===== config.mk =====
export PLATFORM = sky130hd
export DESIGN_NAME = jpe_port
export DESIGN_NICKNAME = d
export VERILOG_FILES = /design/src/verilog/jpe_pkg.sv /design/src/verilog/jpe_port.sv
export SDC_FILE = /design/constraint.sdc
export NUM_CORES = 1
export LEC_CHECK = 0
export ABC_CLOCK_PERIOD_IN_PS = 2600
export BUFFER_PORTS_ARGS = -buffer_cell sky130_fd_sc_hd__buf_2
export CORE_MARGIN = 5
export CORE_UTILIZATION = 52
export DETAILED_ROUTE_END_ITERATION = 7
export PLACE_DENSITY = 0.81
export RECOVER_POWER = 100
export SYNTH_ARGS = -nofsm -noshare
export SYNTH_HDL_FRONTEND = slang
export SYNTH_SLANG_ARGS = --single-unit

===== constraint.sdc =====
create_clock -name CLK_SYS -period 2.6 [get_ports CLK_SYS]
set_input_delay 0.52 -clock CLK_SYS [delete_from_list [all_inputs] [get_ports CLK_SYS]]
set_output_delay 0.52 -clock CLK_SYS [all_outputs]
set_load 0.05 [all_outputs]

===== src/verilog/jpe_pkg.sv =====
/*
 * Shared constants of the test-port enable block: register map, field
 * positions, reset values, serial command encodings and link timing.
 * Assumes an 8-bit register port and a 40 MHz system clock.
 */
package jpe_pkg;

	// ****************************************************************
	// Register map
	// ****************************************************************
	localparam logic [7:0] ADDR_RUN_ENABLE = 8'hc7;
	localparam logic [7:0] ADDR_PORT_STATUS = 8'hc8;
	localparam int RUN_ENABLE_BIT = 0;
	localparam logic [7:0] RUN_ENABLE_RESET = 8'h00;
	localparam int STAT_ON_BIT = 0;
	localparam int STAT_CHAN_BIT = 1;
	localparam int STAT_EXT_BIT = 2;
	localparam int STAT_SECURE_BIT = 3;
	localparam int STAT_ERR_BIT = 4;
	localparam int STAT_BUSY_BIT = 5;
	localparam int STAT_REFUSED_BIT = 6;

	// ****************************************************************
	// Port E bit assignment
	// ****************************************************************
	localparam int PIN_MODE = 0;
	localparam int PIN_CLOCK = 1;
	localparam int PIN_DIN = 2;
	localparam int PIN_DOUT = 3;
	localparam int PIN_STATUS = 4;
	localparam int PIN_ERROR = 5;
	localparam int PORT_E_WIDTH = 6;

	// ****************************************************************
	// Serial commands: opcode in bits 7:5, argument in bits 4:0
	// ****************************************************************
	typedef enum logic [2:0] {
		OPC_ENABLE, OPC_CLEAR_ERR, OPC_DRIVE_MODE, OPC_FULL_ERASE,
		OPC_SECTOR_ERASE, OPC_PROGRAM, OPC_READ, OPC_EXIT_CONFIG
	} jpe_opcode_e;
	localparam int CMD_WIDTH = 8;
	localparam int SECTOR_COUNT = 20;
	localparam logic [4:0] SECTOR_RESET = 5'h00;

	// ****************************************************************
	// Timing
	// ****************************************************************
	localparam int CLK_PERIOD_NS = 25;
	localparam int SYNC_STAGES = 3;

endpackage : jpe_pkg


===== src/verilog/jpe_port.sv =====
/*
 * Enable, pin steering, command decode and status pins of the serial
 * in-system programming port on port E.
 * Assumes the flash engine reports busy as a level and failure as a
 * one-cycle pulse on CLK_SYS; the port E pads resolve the enables.
 */
// Strobed register access was decided locally.
// Summary of operation
// Port pins are active when the nonvolatile, runtime or product-term source is true.
// Once enabled, mode, clock, data-in and data-out pins are all inputs.
// After the enabling command, data-out is driven and the channel works.
// The enabling command may also turn on the status and error pins.
// With no enable source true, the four pins are ordinary port I/O.
// The nonvolatile bit dedicates the pins regardless of runtime state.
// Runtime enable register sits at offset c7; its bit enables the pins.
// The runtime enable bit clears on reset or by a software write.
// A user product term can enable the pins for multiplexed use.
// With the nonvolatile source, reset neither blocks nor aborts port work.
// With the runtime source, reset blocks and aborts port work.
// Only programming commands are implemented; no boundary scan.
// Error pin goes low on failure; cleared by command or reset after exit.
// Status pin high when idle, low while programming, erasing or writing.
// A command switches status and error pins between push-pull and open-drain.
// When secured, no memory read-out is allowed.
// When secured, only full-chip erase is accepted.
// A finished full-chip erase clears security and leaves the device blank.
// Each sector has a protect bit; erasing a protected sector is refused.
// A blank device enables the four basic pins by default.
// Mode, clock, data-in, data-out, status, error sit on port E bits 0 to 5.
// Delivered state: memory reads as ones, configuration bits as zeros.
// Reset clears the runtime enable register to zero.
// Status and error pins stay ordinary I/O until their enable is commanded.
`timescale 1ns/1ps
module jpe_port import jpe_pkg::*; #(
	parameter int SECTORS = SECTOR_COUNT
) (
	// Clock and reset
	input wire logic CLK_SYS,
	input wire logic RESET,
	input wire logic POWER_ON_RESET,
	// Register port
	input wire logic [7:0] REG_ADDR,
	input wire logic [7:0] REG_WDATA,
	input wire logic REG_WR,
	input wire logic REG_RD,
	output logic [7:0] REG_RDATA,
	// Enable sources and configuration
	input wire logic NVM_DEDICATE,
	input wire logic PIN_SELECT_TERM,
	input wire logic DEVICE_BLANK,
	input wire logic SECURE_CONFIG,
	input wire logic [SECTORS-1:0] SECTOR_PROTECT_CONFIG,
	// Port E pads
	input wire logic [PORT_E_WIDTH-1:0] PORT_E_IN,
	output logic [PORT_E_WIDTH-1:0] PORT_E_OUT,
	output logic [PORT_E_WIDTH-1:0] PORT_E_OE,
	// General port logic
	input wire logic [PORT_E_WIDTH-1:0] GPIO_OUT,
	input wire logic [PORT_E_WIDTH-1:0] GPIO_OE,
	output logic [PORT_E_WIDTH-1:0] GPIO_IN,
	// Flash engine
	output logic FLASH_START,
	output logic [2:0] FLASH_OP,
	output logic [4:0] FLASH_SECTOR,
	input wire logic FLASH_BUSY,
	input wire logic FLASH_FAIL,
	input wire logic [7:0] FLASH_RDATA
);

	// ****************************************************************
	// Pin synchronisers
	// ****************************************************************
	// Every pad is filtered, port logic included, so no half-settled level leaks inward
	logic [SYNC_STAGES-1:0] sync_reg [PORT_E_WIDTH];
	logic [PORT_E_WIDTH-1:0] pin_reg;
	genvar gi;
	generate
		for (gi = 0; gi < PORT_E_WIDTH; gi++) begin : g_sync
			always_ff @(posedge CLK_SYS) begin
				if (POWER_ON_RESET) begin
					sync_reg[gi] <= '0;
					pin_reg[gi] <= 1'b0;
				end else begin
					sync_reg[gi] <= {sync_reg[gi][SYNC_STAGES-2:0], PORT_E_IN[gi]};
					// Second and third stage must agree before a change counts
					if (sync_reg[gi][1] == sync_reg[gi][2]) begin
						pin_reg[gi] <= sync_reg[gi][2];
					end
				end
			end
		end
	endgenerate

	logic tms, tck, tdi;
	assign tms = pin_reg[PIN_MODE];
	assign tck = pin_reg[PIN_CLOCK];
	assign tdi = pin_reg[PIN_DIN];

	logic tck_d_reg;
	logic tck_rise, tck_fall;
	always_ff @(posedge CLK_SYS) begin
		if (POWER_ON_RESET) begin
			tck_d_reg <= 1'b0;
		end else begin
			tck_d_reg <= tck;
		end
	end
	assign tck_rise = tck & ~tck_d_reg;
	assign tck_fall = ~tck & tck_d_reg;

	// ****************************************************************
	// Enable sources
	// ****************************************************************
	logic run_enable_reg;
	logic secure_reg;
	logic [SECTORS-1:0] protect_reg;
	logic blank_reg;
	logic port_on;
	logic run_only;
	// Reset stops port work whenever the nonvolatile bit is clear, whichever other source turned it on
	assign port_on = NVM_DEDICATE | run_enable_reg | PIN_SELECT_TERM | blank_reg;
	assign run_only = ~NVM_DEDICATE;

	logic port_hold;
	assign port_hold = POWER_ON_RESET | (RESET & run_only) | ~port_on;

	always_ff @(posedge CLK_SYS) begin
		if (POWER_ON_RESET | RESET) begin
			run_enable_reg <= RUN_ENABLE_RESET[RUN_ENABLE_BIT];
		end else if (REG_WR && REG_ADDR == ADDR_RUN_ENABLE) begin
			run_enable_reg <= REG_WDATA[RUN_ENABLE_BIT];
		end
	end

	// ****************************************************************
	// Serial command shifter
	// ****************************************************************
	logic [CMD_WIDTH-1:0] shift_reg;
	logic [CMD_WIDTH-1:0] out_reg;
	logic tms_d_reg;
	logic exec;
	jpe_opcode_e opc;
	logic [4:0] arg;

	always_ff @(posedge CLK_SYS) begin
		if (port_hold) begin
			shift_reg <= '0;
			tms_d_reg <= 1'b0;
		end else if (tck_rise) begin
			tms_d_reg <= tms;
			if (!tms) begin
				shift_reg <= {tdi, shift_reg[CMD_WIDTH-1:1]};
			end
		end
	end
	// A command executes on the first clock rise with mode select high
	assign exec = tck_rise & tms & ~tms_d_reg & ~port_hold;
	assign opc = jpe_opcode_e'(shift_reg[7:5]);
	assign arg = shift_reg[4:0];

	// ****************************************************************
	// Channel state
	// ****************************************************************
	logic chan_reg, ext_reg, open_drain_reg, exit_seen_reg, err_reg, refused_reg;
	logic erase_all_reg, busy_d_reg;
	logic allowed;
	logic sector_ok;
	assign sector_ok = (arg < 5'(SECTORS)) && !protect_reg[arg];
	always_comb begin
		allowed = 1'b1;
		if (secure_reg && opc != OPC_FULL_ERASE && opc != OPC_ENABLE
			&& opc != OPC_CLEAR_ERR && opc != OPC_DRIVE_MODE && opc != OPC_EXIT_CONFIG) begin
			allowed = 1'b0;
		end
		if (opc == OPC_SECTOR_ERASE && !sector_ok) begin
			allowed = 1'b0;
		end
		if (!chan_reg && opc != OPC_ENABLE) begin
			allowed = 1'b0;
		end
	end

	always_ff @(posedge CLK_SYS) begin
		if (port_hold) begin
			chan_reg <= 1'b0;
			ext_reg <= 1'b0;
			open_drain_reg <= 1'b0;
		end else if (exec) begin
			unique case (opc)
				OPC_ENABLE: begin
					chan_reg <= 1'b1;
					ext_reg <= arg[0];
				end
				OPC_DRIVE_MODE: begin
					if (chan_reg) begin
						open_drain_reg <= arg[0];
					end
				end
				default: begin
				end
			endcase
		end
	end

	always_ff @(posedge CLK_SYS) begin
		if (port_hold) begin
			exit_seen_reg <= 1'b0;
		end else if (exec && chan_reg && opc == OPC_EXIT_CONFIG) begin
			exit_seen_reg <= 1'b1;
		end
	end

	// Error: a failure in the same cycle as a clear keeps the flag set
	always_ff @(posedge CLK_SYS) begin
		if (POWER_ON_RESET) begin
			err_reg <= 1'b0;
		end else if (FLASH_FAIL) begin
			err_reg <= 1'b1;
		end else if (RESET && exit_seen_reg) begin
			err_reg <= 1'b0;
		end else if (exec && chan_reg && opc == OPC_CLEAR_ERR) begin
			err_reg <= 1'b0;
		end
	end

	always_ff @(posedge CLK_SYS) begin
		if (port_hold) begin
			refused_reg <= 1'b0;
		end else if (exec) begin
			refused_reg <= ~allowed;
		end
	end

	// ****************************************************************
	// Flash requests and security
	// ****************************************************************
	logic flash_cmd;
	assign flash_cmd = opc == OPC_FULL_ERASE || opc == OPC_SECTOR_ERASE
		|| opc == OPC_PROGRAM || opc == OPC_READ;

	always_ff @(posedge CLK_SYS) begin
		if (port_hold) begin
			FLASH_START <= 1'b0;
			FLASH_OP <= 3'h0;
			FLASH_SECTOR <= SECTOR_RESET;
		end else begin
			FLASH_START <= exec && allowed && flash_cmd && !FLASH_BUSY;
			if (exec && allowed && flash_cmd) begin
				FLASH_OP <= shift_reg[7:5];
				FLASH_SECTOR <= arg;
			end
		end
	end

	always_ff @(posedge CLK_SYS) begin
		if (port_hold) begin
			erase_all_reg <= 1'b0;
		end else if (FLASH_START) begin
			erase_all_reg <= FLASH_OP == 3'(OPC_FULL_ERASE);
		end
	end

	always_ff @(posedge CLK_SYS) begin
		if (POWER_ON_RESET) begin
			busy_d_reg <= 1'b0;
		end else begin
			busy_d_reg <= FLASH_BUSY;
		end
	end

	logic erase_done;
	assign erase_done = busy_d_reg & ~FLASH_BUSY & erase_all_reg & ~FLASH_FAIL;

	// Configuration is caught one edge after power-on release, not under reset
	logic load_reg;
	always_ff @(posedge CLK_SYS) begin
		if (POWER_ON_RESET) begin
			load_reg <= 1'b1;
		end else begin
			load_reg <= 1'b0;
		end
	end

	always_ff @(posedge CLK_SYS) begin
		if (POWER_ON_RESET) begin
			secure_reg <= 1'b0;
			protect_reg <= '0;
			blank_reg <= 1'b0;
		end else if (load_reg) begin
			secure_reg <= SECURE_CONFIG;
			protect_reg <= SECTOR_PROTECT_CONFIG;
			blank_reg <= DEVICE_BLANK;
		end else if (erase_done) begin
			secure_reg <= 1'b0;
			protect_reg <= '0;
			blank_reg <= 1'b1;
		end
	end

	// ****************************************************************
	// Serial read-back
	// ****************************************************************
	logic [7:0] status_word;
	assign status_word = {1'b0, refused_reg, FLASH_BUSY, err_reg, secure_reg, ext_reg, chan_reg, port_on};

	always_ff @(posedge CLK_SYS) begin
		if (port_hold) begin
			out_reg <= '0;
		end else if (exec) begin
			// Memory data only leaves the part when unsecured
			out_reg <= (opc == OPC_READ && allowed) ? FLASH_RDATA : status_word;
		end else if (tck_fall && !tms) begin
			out_reg <= {1'b0, out_reg[CMD_WIDTH-1:1]};
		end
	end

	// ****************************************************************
	// Port E pin steering
	// ****************************************************************
	logic stat_level, err_level;
	assign stat_level = ~FLASH_BUSY;
	assign err_level = ~err_reg;

	always_ff @(posedge CLK_SYS) begin
		if (POWER_ON_RESET) begin
			PORT_E_OUT <= '0;
			PORT_E_OE <= '0;
			GPIO_IN <= '0;
		end else begin
			PORT_E_OUT <= GPIO_OUT;
			PORT_E_OE <= GPIO_OE;
			GPIO_IN <= pin_reg;
			if (port_on) begin
				PORT_E_OE[PIN_DOUT:PIN_MODE] <= 4'h0;
				GPIO_IN[PIN_DOUT:PIN_MODE] <= 4'h0;
				PORT_E_OUT[PIN_DOUT:PIN_MODE] <= 4'h0;
				if (chan_reg) begin
					PORT_E_OUT[PIN_DOUT] <= out_reg[0];
					PORT_E_OE[PIN_DOUT] <= 1'b1;
				end
				if (ext_reg) begin
					PORT_E_OUT[PIN_STATUS] <= open_drain_reg ? 1'b0 : stat_level;
					PORT_E_OE[PIN_STATUS] <= open_drain_reg ? ~stat_level : 1'b1;
					PORT_E_OUT[PIN_ERROR] <= open_drain_reg ? 1'b0 : err_level;
					PORT_E_OE[PIN_ERROR] <= open_drain_reg ? ~err_level : 1'b1;
					GPIO_IN[PIN_ERROR:PIN_STATUS] <= 2'h0;
				end
			end
		end
	end

	// ****************************************************************
	// Register read port
	// ****************************************************************
	always_ff @(posedge CLK_SYS) begin
		if (POWER_ON_RESET | RESET) begin
			REG_RDATA <= 8'h00;
		end else if (REG_RD) begin
			unique case (REG_ADDR)
				ADDR_RUN_ENABLE: REG_RDATA <= {7'h00, run_enable_reg};
				ADDR_PORT_STATUS: REG_RDATA <= status_word;
				default: REG_RDATA <= 8'h00;
			endcase
		end else begin
			REG_RDATA <= 8'h00;
		end
	end
endmodule : jpe_port


==> flow_summary.ini <==
[drt]
vias = 3491
drc_errors = 0
highest_layer = met4
wl_met2_um = 4760
totalWireLength_um = 9630
ant_nets = 0
dr.pass1.iters = 5
wl_met1_um = 4030
routedWlPerCell_um = 15.1
first_iter_violations = 190
dr_wl_met3_um = 692
via_per_inst = 5.49

[placed_design]
hpwl_um = 6880
dp_cells = 619
io_buffers = 99
gp_congestion = 0.855
detailed_place.area_mm2 = 0.00477

[cells_and_area]
drive_gt1_share_pct = 20.2
fin_nets = 602
final_common_cell = dfxtp_1
finalInstanceArea_mm2 = 0.00492
finalNonFillerCells = 636
largest_register_ffs = 20
final_util_pct = 63.4
n_fill_cell = 677
diodes = 0
area_growth_pct = 18.4
layout_common_cells = 107 x dfxtp_1, 63 x buf_2, 56 x nor2_1, 39 x clkbuf_1, 29 x nand2_1

[grt]
grt_remaining_overflow = 0
grt_pass1_vias = 3203
antenna_found_initial = 0
grt.total_usage_pct = 19.2
grt_max_degree = 54
grt_pass1_wl_um = 15400

[cts]
ctsRootBufferMaster = clkbuf_8
clkTransAtPathRegs_ns = 0.12
cts_tree = done
cts_sinks = 108
htreeDepth = 3
clock_path_buffers = 2
clk_latency_ns = 0.39
cts_buffers = 9
ctsHoldBuffers = 0

[synthesis]
synth_fp_nets = 507
synth_edf_count = 0
ys.flop_type = dfxtp_1
syn_avg_cell_area_um2 = 9.58
postSynthCellCount = 434
async_flop_share_pct = 0
netlist_area_mm2 = 0.00416
synth_seq_area_share_pct = 52.0
yosys_warnings = 0
synth.distinct_cells = 48
ys_seq_elements = 108

[worst_setup_path]
cp.required_ns = 2.91
critical_path_class = flip-flop to flip-flop
worst_setup_path_end_kind = flip-flop
crit_slowest_cell = mux4_2
crit_arrival_ns = 2.78
critPathMaxFanout = 3
critPathLaunchType = flip-flop
crit_chain = mux4_2, or4b_4, a31o_1, a2111oi_4, mux2i_1
slowest_delay_ns = 0.51

[sta]
tightest_slew_ns = 0.980
period_minus_slack_ns = 2.47
rsz0062_at_grt = no
clock_skew_ns = 0.0167
hold_slack_ns = 0.314
fmax_mhz = 404
finalCritPeriodShare_pct = 95.2
finalSetupViolations = 0
drv_slew = 0
hold_viol_final = 0
fin_tns_setup_ns = 0
relSlewSlack_pct = 34.7

[die]
rows = 32
initial_core_util_pct = 53.5
die_w_um = 99.4
die_h_um = 99.4
core_area_mm2 = 0.00777
dieArea_mm2 = 0.00988
ioPinCount = 108

[pwr]
power_density_mw_per_mm2 = 601
p_leak_nw = 1.90
peakVddDrop_mv = 0.369

[job]
cap_violations = 0

[min_path]
hold_path_class = primary input to flip-flop

[outcome]
run_status = complete, no violations
==> path summary, 6_finish.rpt <==
path,from,end,slack [ns],depth (start not counted)
worst min-delay path,GPIO_OE[0],PORT_E_OE[0],0.31,2
worst min register to register,sync_reg[0][0],sync_reg[0][1],0.44,1
worst max-delay path,shift_reg[0],FLASH_SECTOR[4],0.13,5
worst max register to register,shift_reg[0],FLASH_SECTOR[4],0.13,5
==> routing by layer <==
layer / up-vias / track usage [%]
li1: 1714 / -
met1: 1652 / 23.6
met2: 113 / 32.6
met3: 12 / 4.77
met4: 0 / 7.04
met5: - / 0
==> cell families (layout without fill, tap and decap cells) <==
logic type / after synthesis / count (layout) / share of synthesized area (%)
AO/OA/AOI/OAI: 82 / 82 / 14.1
other: 1 / 1 / 0.0902
buffers and inverters: 41 / 141 / 3.97
multiplexers: 28 / 28 / 7.88
XOR/XNOR: 1 / 1 / 0.211
AND/OR/NAND/NOR: 173 / 173 / 21.8
flip-flops: 108 / 108 / 52.0
==> metrics by stage <==
stage	setup slack, ns	total power [mW]
4_1_cts	0.0534	2.99
3_5_place_dp	0.0719	1.95
5_1_grt	0.0251	3.07
2_1_floorplan	0.236	1.87
3_3_place_gp	0.168	1.94
6_report	0.126	2.96
==> worst max-delay path, delay by kind of cell, from the launching register on <==
| family | cells | cell delay, ns |
|---|---|---|
| AOI/OAI and AO/OA | 2 | 0.75 |
| DFF | 1 | 0.39 |
| and+or+nand+nor | 1 | 0.50 |
| muxes | 2 | 0.76 |
==> synthesized netlist by cell type (all sizes together) (3+ instances only) <==
library cell	count	share of area, %
a2111oi	5	1.5
a21oi	28	3.4
a22oi	24	4.3
and2	16	2.4
buf	6	0.81
clkbuf	24	2.2
dfxtp	108	52
inv	11	0.99
mux2	8	2.2
mux2i	17	4.1
mux4	3	1.6
nand2	29	2.6
nand3	3	0.36
nand4b	5	1.1
nor2	56	5.1
nor2b	24	3.6
nor3	14	1.7
nor3b	5	0.90
nor4	6	0.90
o21ai	8	1.1
o221ai	5	1.1
or4	3	0.54
==> repair_timing <==
action,in CTS,in global routing
gates resized for setup,0,3
buffers inserted,0,1
setup endpoints to repair,0,7
hold endpoints to repair,0,0
==> layout make-up <==
class                   count  area, um2  share of cell area, %
clock buffers               9        124                   2.52
clock inverters             7       91.3                   1.85
inverters                  11       41.3                  0.838
multi-input cells         285       1810                   36.8
flip-flops and latches    108       2170                   44.0
well taps                 102        128                   2.59
repair buffers            114        562                   11.4
==> report_power, final <==
group          switching (mW)  total [mW]  leakage [nW]  internal (mW)
Clock                   0.656        1.05         0.108          0.394
Combinational           0.117       0.197         0.909         0.0800
Sequential             0.0200        1.71         0.881           1.69
Note: power is estimated with default switching activity, not from simulation.
